<file path="config.mk">
export PLATFORM = sky130hd
export DESIGN_NAME = gwe_engine
export DESIGN_NICKNAME = d
export VERILOG_FILES = /design/src/common/gwe_pkg.sv /design/src/rtl/gwe_addr_step.sv /design/src/rtl/gwe_word_proc.sv /design/src/rtl/gwe_engine.sv
export VERILOG_INCLUDE_DIRS = /design/src /design/src/common
export SDC_FILE = /design/constraint.sdc
export NUM_CORES = 1
export LEC_CHECK = 0
export BUFFER_PORTS_ARGS = -buffer_cell sky130_fd_sc_hd__buf_2
export CAP_MARGIN = 0
export CORE_ASPECT_RATIO = 0.75
export CORE_MARGIN = 2
export CORE_UTILIZATION = 59
export DETAILED_ROUTE_END_ITERATION = 8
export PLACE_DENSITY = 0.81
export SLEW_MARGIN = 20
export SYNTH_ARGS = -nofsm -noshare
export SYNTH_HDL_FRONTEND = slang
export SYNTH_SLANG_ARGS = --single-unit
</file>
<file path="constraint.sdc">
create_clock -name pclk -period 3.7 [get_ports pclk]
set_input_delay 0.185 -clock pclk [delete_from_list [all_inputs] [get_ports pclk]]
set_output_delay 0.185 -clock pclk [all_outputs]
set_load 0.02 [all_outputs]
</file>
<file path="src/common/gwe_cfg.svh">
// Register offsets, field positions, reset values of the write engine
`ifndef GWE_CFG_SVH
`define GWE_CFG_SVH
`define GWE_OFS_CTRL 8'h00
`define GWE_OFS_ADDR 8'h04
`define GWE_OFS_WINH 8'h08
`define GWE_OFS_WINV 8'h0C
`define GWE_OFS_MASK 8'h10
`define GWE_OFS_CMP 8'h14
`define GWE_OFS_DATA 8'h18
`define GWE_OFS_STAT 8'h1C
`define GWE_CTRL_FAST 0
`define GWE_CTRL_DIR 1
`define GWE_CTRL_AXIS 2
`define GWE_CTRL_LG_LO 3
`define GWE_CTRL_LG_HI 5
`define GWE_CTRL_BUS18 6
`define GWE_LG_REPLACE 3'h0
`define GWE_LG_CMP_NE 3'h6
`define GWE_LG_CMP_EQ 3'h7
`define GWE_RST_DIR 1'h1
`define GWE_RST_LEFT 8'h00
`define GWE_RST_RIGHT 8'hAF
`define GWE_RST_TOP 8'h00
`define GWE_RST_BOTTOM 8'hEF
`define GWE_GROUP_LAST 2'h3
`endif

</file>
<file path="src/common/gwe_pkg.sv">
// Types shared by the graphics RAM write engine
package gwe_pkg;
  typedef logic [17:0] gwe_word_t;
  typedef logic [15:0] gwe_addr_t;
  typedef logic [7:0] gwe_coord_t;
  typedef logic [2:0] gwe_logic_t;
endpackage : gwe_pkg

</file>
<file path="src/rtl/gwe_addr_step.sv">
// Next value of the address counter inside the window
`timescale 1ns/1ns
module gwe_addr_step
  import gwe_pkg::*;
(
  input wire gwe_pkg::gwe_addr_t cur, // Present counter
  input wire logic axis_vert, // 1 vertical stepping
  input wire logic dir_inc, // 1 increment
  input wire gwe_pkg::gwe_coord_t left, // Window left
  input wire gwe_pkg::gwe_coord_t right, // Window right
  input wire gwe_pkg::gwe_coord_t top, // Window top
  input wire gwe_pkg::gwe_coord_t bottom, // Window bottom
  output gwe_pkg::gwe_addr_t nxt // Counter after one write
);
  gwe_coord_t x;
  gwe_coord_t y;
  gwe_coord_t x_side;
  gwe_coord_t y_down;

  always_comb begin
    x = cur[7:0];
    y = cur[15:8];
    y_down = (y == bottom) ? top : y + 8'h01;
    if (dir_inc) begin
      x_side = (x == right) ? left : x + 8'h01;
    end else begin
      x_side = (x == left) ? right : x - 8'h01;
    end
    if (!axis_vert) begin
      // Edge of the line: opposite side of the next line
      if ((dir_inc && x == right) || (!dir_inc && x == left)) begin
        nxt = {y_down, x_side};
      end else begin
        nxt = {y, x_side};
      end
    end else begin
      // Plus 256 is one row down; bottom wraps to next column
      if (y == bottom) begin
        nxt = {top, x_side};
      end else begin
        nxt = {y + 8'h01, x};
      end
    end
  end
endmodule : gwe_addr_step

</file>
<file path="src/rtl/gwe_word_proc.sv">
// Expands a host word and decides whether a normal write is stored
`timescale 1ns/1ns
`include "gwe_cfg.svh"
module gwe_word_proc
  import gwe_pkg::*;
(
  input wire logic [31:0] host_data, // Raw bus data
  input wire logic bus18, // 1 word already 18 bits
  input wire logic cond_allowed, // 0 in fast write mode
  input wire gwe_pkg::gwe_logic_t lg_code, // Logic select code
  input wire gwe_pkg::gwe_word_t cmp_val, // Compare value
  output gwe_pkg::gwe_word_t word, // Pixel word to store
  output logic store_ok // Condition holds
);
  logic same;

  always_comb begin
    if (bus18) begin
      word = host_data[17:0];
    end else begin
      // Red and blue get their top bit repeated into the new LSB
      word = {host_data[15:11], host_data[15], host_data[10:5],
              host_data[4:0], host_data[4]};
    end
    same = (word == cmp_val);
    store_ok = 1'b1;
    // Fast mode never compares: every word goes to the stage
    if (cond_allowed) begin
      case (lg_code)
        `GWE_LG_CMP_NE: store_ok = !same;
        `GWE_LG_CMP_EQ: store_ok = same;
        default: store_ok = 1'b1;
      endcase
    end
  end
endmodule : gwe_word_proc

</file>
<file path="src/rtl/gwe_engine.sv">
// Graphics RAM write engine with APB register access
//
// Contract
// - No logic or compare in fast mode
// - Fast mode commits only full groups of four
// - Fast mode always writes; host clears before reads
// - Start dummies follow left bound low bits
// - End dummies follow right bound low bits
// - Writes confined to programmed window rectangle
// - Expand 16-bit words, keep 18-bit words
// - Mask bit one keeps stored RAM bit
// - Code 000 replaces, 110/111 conditional
// - Conditional store only when compare holds
// - Horizontal step by one, wrap lines
// - Vertical step by 256, wrap columns
// - Stage four words, commit while accepting more
`timescale 1ns/1ns
`include "gwe_cfg.svh"
module gwe_engine
  import gwe_pkg::*;
(
  input wire logic pclk, // System clock
  input wire logic presetn, // Async reset, active low
  input wire logic psel, // APB select
  input wire logic penable, // APB enable
  input wire logic pwrite, // APB direction
  input wire logic [7:0] paddr, // APB byte address
  input wire logic [31:0] pwdata, // APB write data
  output logic [31:0] prdata, // APB read data
  output logic pready, // APB ready
  output logic pslverr, // APB error, unmapped address
  output logic ram_we, // RAM write pulse
  output gwe_pkg::gwe_addr_t ram_addr, // Group base address in fast mode, word address in normal mode
  output logic [3:0] ram_lane_en, // Per word enable
  output logic [71:0] ram_wdata, // Four words, lane 0 low
  output gwe_pkg::gwe_word_t ram_bit_mask // 1 keeps RAM bit
);
  ////////////////////////////////////////////////////////////////////
  logic pready_r, pready_nxt;
  logic pslverr_r, pslverr_nxt;
  logic [31:0] prdata_r, prdata_nxt;
  logic fast_write_mode_r, fast_write_mode_nxt;
  logic step_direction_low_bit_r, step_direction_low_bit_nxt;
  logic stepping_axis_select_r, stepping_axis_select_nxt;
  gwe_logic_t logic_select_code_r, logic_select_code_nxt;
  logic bus18_r, bus18_nxt;
  gwe_addr_t address_counter_r, address_counter_nxt;
  gwe_coord_t window_left_bound_r, window_left_bound_nxt;
  gwe_coord_t window_right_bound_r, window_right_bound_nxt;
  gwe_coord_t window_top_bound_r, window_top_bound_nxt;
  gwe_coord_t window_bottom_bound_r, window_bottom_bound_nxt;
  gwe_word_t write_bit_mask_r, write_bit_mask_nxt;
  gwe_word_t compare_value_r, compare_value_nxt;
  gwe_word_t stage_r [4];
  gwe_word_t stage_nxt [4];
  logic [1:0] stage_cnt_r, stage_cnt_nxt;
  logic ram_we_r, ram_we_nxt;
  gwe_addr_t ram_addr_r, ram_addr_nxt;
  logic [3:0] ram_lane_en_r, ram_lane_en_nxt;
  logic [71:0] ram_wdata_r, ram_wdata_nxt;
  gwe_word_t ram_bit_mask_r, ram_bit_mask_nxt;

  logic setup;
  logic access_wr;
  logic mapped;
  gwe_word_t word;
  logic store_ok;
  gwe_addr_t step_addr;
  gwe_coord_t eff_left;
  gwe_coord_t eff_right;
  logic eff_vert;
  logic [71:0] group_data;
  logic [3:0] group_en;
  logic [3:0] single_en;

  ////////////////////////////////////////////////////////////////////
  // In fast mode the counter walks whole aligned groups so the host's
  // dummy writes land on the padding positions around the window
  always_comb begin
    if (fast_write_mode_r) begin
      eff_left = {window_left_bound_r[7:2], 2'h0};
      eff_right = {window_right_bound_r[7:2], 2'h3};
    end else begin
      eff_left = window_left_bound_r;
      eff_right = window_right_bound_r;
    end
    // Fast mode supports horizontal stepping only
    eff_vert = stepping_axis_select_r & ~fast_write_mode_r;
  end

  gwe_addr_step u_step (
    .cur(address_counter_r),
    .axis_vert(eff_vert),
    .dir_inc(step_direction_low_bit_r),
    .left(eff_left),
    .right(eff_right),
    .top(window_top_bound_r),
    .bottom(window_bottom_bound_r),
    .nxt(step_addr)
  );

  gwe_word_proc u_word (
    .host_data(pwdata),
    .bus18(bus18_r),
    .cond_allowed(~fast_write_mode_r),
    .lg_code(logic_select_code_r),
    .cmp_val(compare_value_r),
    .word(word),
    .store_ok(store_ok)
  );

  ////////////////////////////////////////////////////////////////////
  // Group assembly: the arriving word fills its own lane directly
  genvar gi;
  generate
    for (gi = 0; gi < 4; gi++) begin : g_lane
      localparam logic [1:0] LANE = 2'(gi);
      logic [7:0] lane_x;
      assign lane_x = {address_counter_r[7:2], LANE};
      assign group_data[gi*18 +: 18] =
        (address_counter_r[1:0] == LANE) ? word : stage_r[gi];
      // Padding positions outside the window are dropped
      assign group_en[gi] = (lane_x >= window_left_bound_r) &&
                            (lane_x <= window_right_bound_r);
      assign single_en[gi] = (address_counter_r[1:0] == LANE);
    end
  endgenerate

  ////////////////////////////////////////////////////////////////////
  always_comb begin
    setup = psel & ~penable;
    access_wr = psel & penable & pready_r & pwrite & ~pslverr_r;
    case (paddr)
      `GWE_OFS_CTRL, `GWE_OFS_ADDR, `GWE_OFS_WINH, `GWE_OFS_WINV,
      `GWE_OFS_MASK, `GWE_OFS_CMP, `GWE_OFS_DATA,
      `GWE_OFS_STAT: mapped = 1'b1;
      default: mapped = 1'b0;
    endcase

    pready_nxt = setup;
    pslverr_nxt = setup & ~mapped;
    prdata_nxt = prdata_r;
    fast_write_mode_nxt = fast_write_mode_r;
    step_direction_low_bit_nxt = step_direction_low_bit_r;
    stepping_axis_select_nxt = stepping_axis_select_r;
    logic_select_code_nxt = logic_select_code_r;
    bus18_nxt = bus18_r;
    address_counter_nxt = address_counter_r;
    window_left_bound_nxt = window_left_bound_r;
    window_right_bound_nxt = window_right_bound_r;
    window_top_bound_nxt = window_top_bound_r;
    window_bottom_bound_nxt = window_bottom_bound_r;
    write_bit_mask_nxt = write_bit_mask_r;
    compare_value_nxt = compare_value_r;
    stage_nxt = stage_r;
    stage_cnt_nxt = stage_cnt_r;
    ram_we_nxt = 1'b0;
    ram_addr_nxt = ram_addr_r;
    ram_lane_en_nxt = ram_lane_en_r;
    ram_wdata_nxt = ram_wdata_r;
    ram_bit_mask_nxt = ram_bit_mask_r;

    // Read data only means something in a read access; a write access zeroes it, idle cycles hold it
    if (setup) begin
      prdata_nxt = 32'h0000_0000;
    end
    if (setup && !pwrite) begin
      case (paddr)
        `GWE_OFS_CTRL: prdata_nxt[6:0] = {bus18_r,
          logic_select_code_r, stepping_axis_select_r,
          step_direction_low_bit_r, fast_write_mode_r};
        `GWE_OFS_ADDR: prdata_nxt[15:0] = address_counter_r;
        `GWE_OFS_WINH: prdata_nxt[15:0] = {window_right_bound_r,
                                           window_left_bound_r};
        `GWE_OFS_WINV: prdata_nxt[15:0] = {window_bottom_bound_r,
                                           window_top_bound_r};
        `GWE_OFS_MASK: prdata_nxt[17:0] = write_bit_mask_r;
        `GWE_OFS_CMP: prdata_nxt[17:0] = compare_value_r;
        `GWE_OFS_STAT: prdata_nxt[2:0] = {fast_write_mode_r,
                                          stage_cnt_r};
        // RAM reads are not served by this engine
        default: prdata_nxt = 32'h0000_0000;
      endcase
    end

    if (access_wr) begin
      case (paddr)
        `GWE_OFS_CTRL: begin
          fast_write_mode_nxt = pwdata[`GWE_CTRL_FAST];
          step_direction_low_bit_nxt = pwdata[`GWE_CTRL_DIR];
          stepping_axis_select_nxt = pwdata[`GWE_CTRL_AXIS];
          logic_select_code_nxt =
            pwdata[`GWE_CTRL_LG_HI:`GWE_CTRL_LG_LO];
          bus18_nxt = pwdata[`GWE_CTRL_BUS18];
          // A mode switch discards a partial group
          if (pwdata[`GWE_CTRL_FAST] != fast_write_mode_r) begin
            stage_cnt_nxt = 2'h0;
          end
        end
        `GWE_OFS_ADDR: begin
          address_counter_nxt = pwdata[15:0];
          stage_cnt_nxt = 2'h0;
        end
        `GWE_OFS_WINH: begin
          window_left_bound_nxt = pwdata[7:0];
          window_right_bound_nxt = pwdata[15:8];
        end
        `GWE_OFS_WINV: begin
          window_top_bound_nxt = pwdata[7:0];
          window_bottom_bound_nxt = pwdata[15:8];
        end
        `GWE_OFS_MASK: write_bit_mask_nxt = pwdata[17:0];
        `GWE_OFS_CMP: compare_value_nxt = pwdata[17:0];
        `GWE_OFS_DATA: begin
          address_counter_nxt = step_addr;
          if (fast_write_mode_r) begin
            // The first word after selection is always taken
            stage_nxt[address_counter_r[1:0]] = word;
            stage_cnt_nxt = stage_cnt_r + 2'h1;
            if (stage_cnt_r == `GWE_GROUP_LAST) begin
              // Output registers free the stage for the next group
              ram_we_nxt = 1'b1;
              ram_addr_nxt = {address_counter_r[15:2], 2'h0};
              ram_lane_en_nxt = group_en;
              ram_wdata_nxt = group_data;
              ram_bit_mask_nxt = write_bit_mask_r;
              stage_cnt_nxt = 2'h0;
            end
          end else if (store_ok) begin
            ram_we_nxt = 1'b1;
            ram_addr_nxt = address_counter_r;
            ram_lane_en_nxt = single_en;
            ram_wdata_nxt = {4{word}};
            ram_bit_mask_nxt = write_bit_mask_r;
          end
        end
        default: prdata_nxt = prdata_r;
      endcase
    end
  end

  ////////////////////////////////////////////////////////////////////
  always_ff @(posedge pclk or negedge presetn) begin
    if (!presetn) begin
      pready_r <= 1'b0;
      pslverr_r <= 1'b0;
      prdata_r <= 32'h0000_0000;
      fast_write_mode_r <= 1'b0;
      step_direction_low_bit_r <= `GWE_RST_DIR;
      stepping_axis_select_r <= 1'b0;
      logic_select_code_r <= `GWE_LG_REPLACE;
      bus18_r <= 1'b0;
      address_counter_r <= 16'h0000;
      window_left_bound_r <= `GWE_RST_LEFT;
      window_right_bound_r <= `GWE_RST_RIGHT;
      window_top_bound_r <= `GWE_RST_TOP;
      window_bottom_bound_r <= `GWE_RST_BOTTOM;
      write_bit_mask_r <= 18'h00000;
      compare_value_r <= 18'h00000;
      for (int i = 0; i < 4; i++) begin
        stage_r[i] <= 18'h00000;
      end
      stage_cnt_r <= 2'h0;
      ram_we_r <= 1'b0;
      ram_addr_r <= 16'h0000;
      ram_lane_en_r <= 4'h0;
      ram_wdata_r <= 72'h0;
      ram_bit_mask_r <= 18'h00000;
    end else begin
      pready_r <= pready_nxt;
      pslverr_r <= pslverr_nxt;
      prdata_r <= prdata_nxt;
      fast_write_mode_r <= fast_write_mode_nxt;
      step_direction_low_bit_r <= step_direction_low_bit_nxt;
      stepping_axis_select_r <= stepping_axis_select_nxt;
      logic_select_code_r <= logic_select_code_nxt;
      bus18_r <= bus18_nxt;
      address_counter_r <= address_counter_nxt;
      window_left_bound_r <= window_left_bound_nxt;
      window_right_bound_r <= window_right_bound_nxt;
      window_top_bound_r <= window_top_bound_nxt;
      window_bottom_bound_r <= window_bottom_bound_nxt;
      write_bit_mask_r <= write_bit_mask_nxt;
      compare_value_r <= compare_value_nxt;
      stage_r <= stage_nxt;
      stage_cnt_r <= stage_cnt_nxt;
      ram_we_r <= ram_we_nxt;
      ram_addr_r <= ram_addr_nxt;
      ram_lane_en_r <= ram_lane_en_nxt;
      ram_wdata_r <= ram_wdata_nxt;
      ram_bit_mask_r <= ram_bit_mask_nxt;
    end
  end

  assign prdata = prdata_r;
  assign pready = pready_r;
  assign pslverr = pslverr_r;
  assign ram_we = ram_we_r;
  assign ram_addr = ram_addr_r;
  assign ram_lane_en = ram_lane_en_r;
  assign ram_wdata = ram_wdata_r;
  assign ram_bit_mask = ram_bit_mask_r;
endmodule : gwe_engine

</file>
==> results.txt <==
status: complete, no violations
Post-Synthesis Cells: 1363
clock skew: 20.2 ps
htree depth: 1
EDFF count, synth: 0
total CTS buffers: 31
Synth Cell Area: 0.0154 mm^2
Sink Count: 310
area fraction in compound gates after synthesis: 10.1%
WS Path Type: flip-flop to flip-flop
ys async rst share: 100%
buffers inserted by post-CTS timing repair: 0
die area: 0.0274 mm^2
GRT overflow: 0
WL/cell: 21.6 um
# placed instances: 1849
area of the multi-input gates: 0.00698 mm^2
first-pass GRT wire length: 63.9 mm
DRC errors left: 0
post-CTS sizing: 0
Synth Area in Simple Gates: 9.86%
post-synthesis average cell area: 11.3 um^2
CP startpoint kind: flip-flop
row cnt: 51
fillcell total: 1828
post-route non-filler standard cell count: 1914
Worst-Margin Slew: 924 ps
Port Buf Inserts: 175
WL final: 41.3 mm
DR vias: 11600
Vias per Instance: 6.07
largest cells by area after synthesis: dfrtp_1, mux2_4, mux2_2, o21ai_0, nand2_1
Post-CTS Hold Fix Bufs: 6
GRT Total Usage: 30.2%
Reg2Reg Setup Slack: 290 ps
post-route ant nets: 0
yosys synthesis warning count: 0
Synth area leader: dfrtp_1
Final Hold Viols: 0
Clock transition at path regs: 70 ps
Worst EP required: 4140 ps
Synth top area share: 48.2%
Core ar.: 0.0258 mm^2
Clk pwr share: 45.9%
XOR/XNOR Fraction of Synth Area: 2.73%
Int Pwr: 5.29 mW
HPWL after detailed placement: 28.3 mm
syn_nets: 1428
Final Wtd Congestion: 0.943
TritonCTS clock tree: yes
Sequential Area: 0.00777 mm^2
metal2 WL: 18.3 mm
Post-Place Setup Slack: 343 ps
Worst-Skew Late Latency: 570 ps
Yosys reg bits: 310
crit end category: flip-flop
largest net degree at the start of global routing: 108
main combinational cell family by area after synthesis: multiplexers
Top FF cell, synth: dfrtp_1
Post-Synth Adder-Cell Area: 1.63%
RSZ-0062 raised after global routing: no
highest metal used: met4
number of global-route vias before repair: 11100
antenna violations before repair: 0
WP data arrival: 3850 ps
crit path max fanout: 38
Area growth, synth to finish: 15.6%
Starting Density: 59.7%
switching share of power: 23.8%
TNS Setup: 0 ps
sequential share of the synthesized area: 50.6%
P per Cell Area: 390 mW/mm^2
Rel. slew slack: 38.4%
Max Cap Viol: 0
Pleak: 8.82 nW
Slew Viols, Final: 0
WL met3: 4.19 mm
nets: 1609
clock root buffer: clkbuf_16
multiplexer share of the synthesized area: 20.9%
post-route worst setup slack: 288 ps
Met1 Routed Length: 17.9 mm
Sw Pwr: 1.65 mW
DP Area: 0.0167 mm^2
post-route cell area: 0.0178 mm^2
Final min period: 3410 ps
layout cells sized above 1: 33.2%
Setup Viol. Count Final: 0
First DRT Iteration DRCs: 1187
most frequent cells in the layout: dfrtp_1, buf_2, nand2_1
commonest non-fill, non-tap cell in the layout: dfrtp_1
Yosys cell types: 58
Max Clk Rate: 293 MHz
Final period util: 92.2%
worst hold path class: input pin to flip-flop
Detailed Routing Iterations Pass 1: 5
Comb power frac: 5.0%
die height: 144 um
Die Width: 190 um
Worst VDD drop: 0.376 mV
sequential share of power: 49.1%
Top-Level Pins: 190
Clock Tree Buf Depth: 3
-- per-layer routing --
metal  global-route usage [%]  up-vias
met1                     44.3     5770
met5                        0        -
li1                         -     5136
met2                     45.9      620
met3                     7.06       85
met4                     6.85        0
-- critical path, stage by stage (launching register included) --
cell      delay, ps
dfrtp_1         860
buf_4           260
mux2i_1         290
xnor2_1         140
nor4_1          180
nand3_1         190
mux2i_1         210
a311oi_4        340
buf_12          170
buf_12          270
mux2_4          330
-- synth_stat cells, types with 7 or more instances --
cell / instances
nor2b_1: 7
o21ai_0: 123
nor3_1: 11
a21oi_1: 90
xnor2_1: 35
clkbuf_1: 69
mux2_2: 106
nand3_1: 14
dfrtp_1: 296
buf_12: 11
nor2_1: 113
mux2_4: 98
a221oi_1: 9
a22oi_1: 13
xor2_1: 13
and2_1: 15
mux2i_1: 45
nor4_1: 7
nand2_1: 135
dfstp_2: 14
inv_1: 25
ha_1: 20
-- per-stage QoR --
stage,utilization [%],total power [mW],hold slack [ps]
floorplan,-,3.61,-111
global placement,64.7,3.80,303
detailed placement,64.7,3.80,302
CTS,69.0,6.95,1.23
global route,69.0,7.14,5.64
finish,69.0,6.94,19.0
-- kinds of logic after synthesis --
family	count (synthesis)
buffers and inverters	118
AO/OA/AOI/OAI	274
XOR/XNOR	48
AND/OR/NAND/NOR	339
adder cells (fa/ha/maj)	20
multiplexers	254
flip-flops	310
-- flip-flops by register name, indices dropped and copies added, names as in the netlist --
signal,cells
ram_bit_mask,18
window_top_bound_r,8
pready,1
window_left_bound_r,8
stage_r,72
write_bit_mask_r,18
stepping_axis_select_r,1
fast_write_mode_r,1
ram_lane_en,4
pslverr,1
compare_value_r,18
ram_wdata,72
address_counter_r,16
stage_cnt_r,2
logic_select_code_r,3
ram_we,1
window_right_bound_r,8
ram_addr,16
prdata,32
window_bottom_bound_r,8
bus18_r,1
step_direction_low_bit_r,1
-- worst paths after layout --
| path | cells after the start | start | to |
|---|---|---|---|
| worst min register to register | 1 | prdata[30] | prdata[30] |
| worst min-delay path | 2 | pwdata[10] | write_bit_mask_r[10] |
| worst max register to register | 10 | bus18_r | ram_wdata[36] |
| min in group asynchronous | 2 | presetn | ram_addr[7] |
| worst max-delay path | 10 | bus18_r | ram_wdata[36] |
| max in group asynchronous | 3 | presetn | window_bottom_bound_r[2] |
-- area by class of cell --
class	instances	area share [%]
Clock inverter	18	0.978
Timing Repair Buffer	240	8.23
Tap cell	344	2.42
Inverter	26	0.549
Multi-Input combinational cell	935	39.3
Clock buffer	40	4.83
Antenna cell	1	0.0141
Sequential cell	310	43.7
-- power groups by stage --
stage | Clock, mW | Combinational (mW) | Sequential [mW]
after floorplan | 0 | 0.140 | 3.47
after global placement | 0 | 0.327 | 3.47
after detailed placement | 0 | 0.333 | 3.47
after CTS | 3.20 | 0.341 | 3.41
after global routing | 3.36 | 0.376 | 3.40
final | 3.18 | 0.347 | 3.41
(Power assumes the default switching activity.)
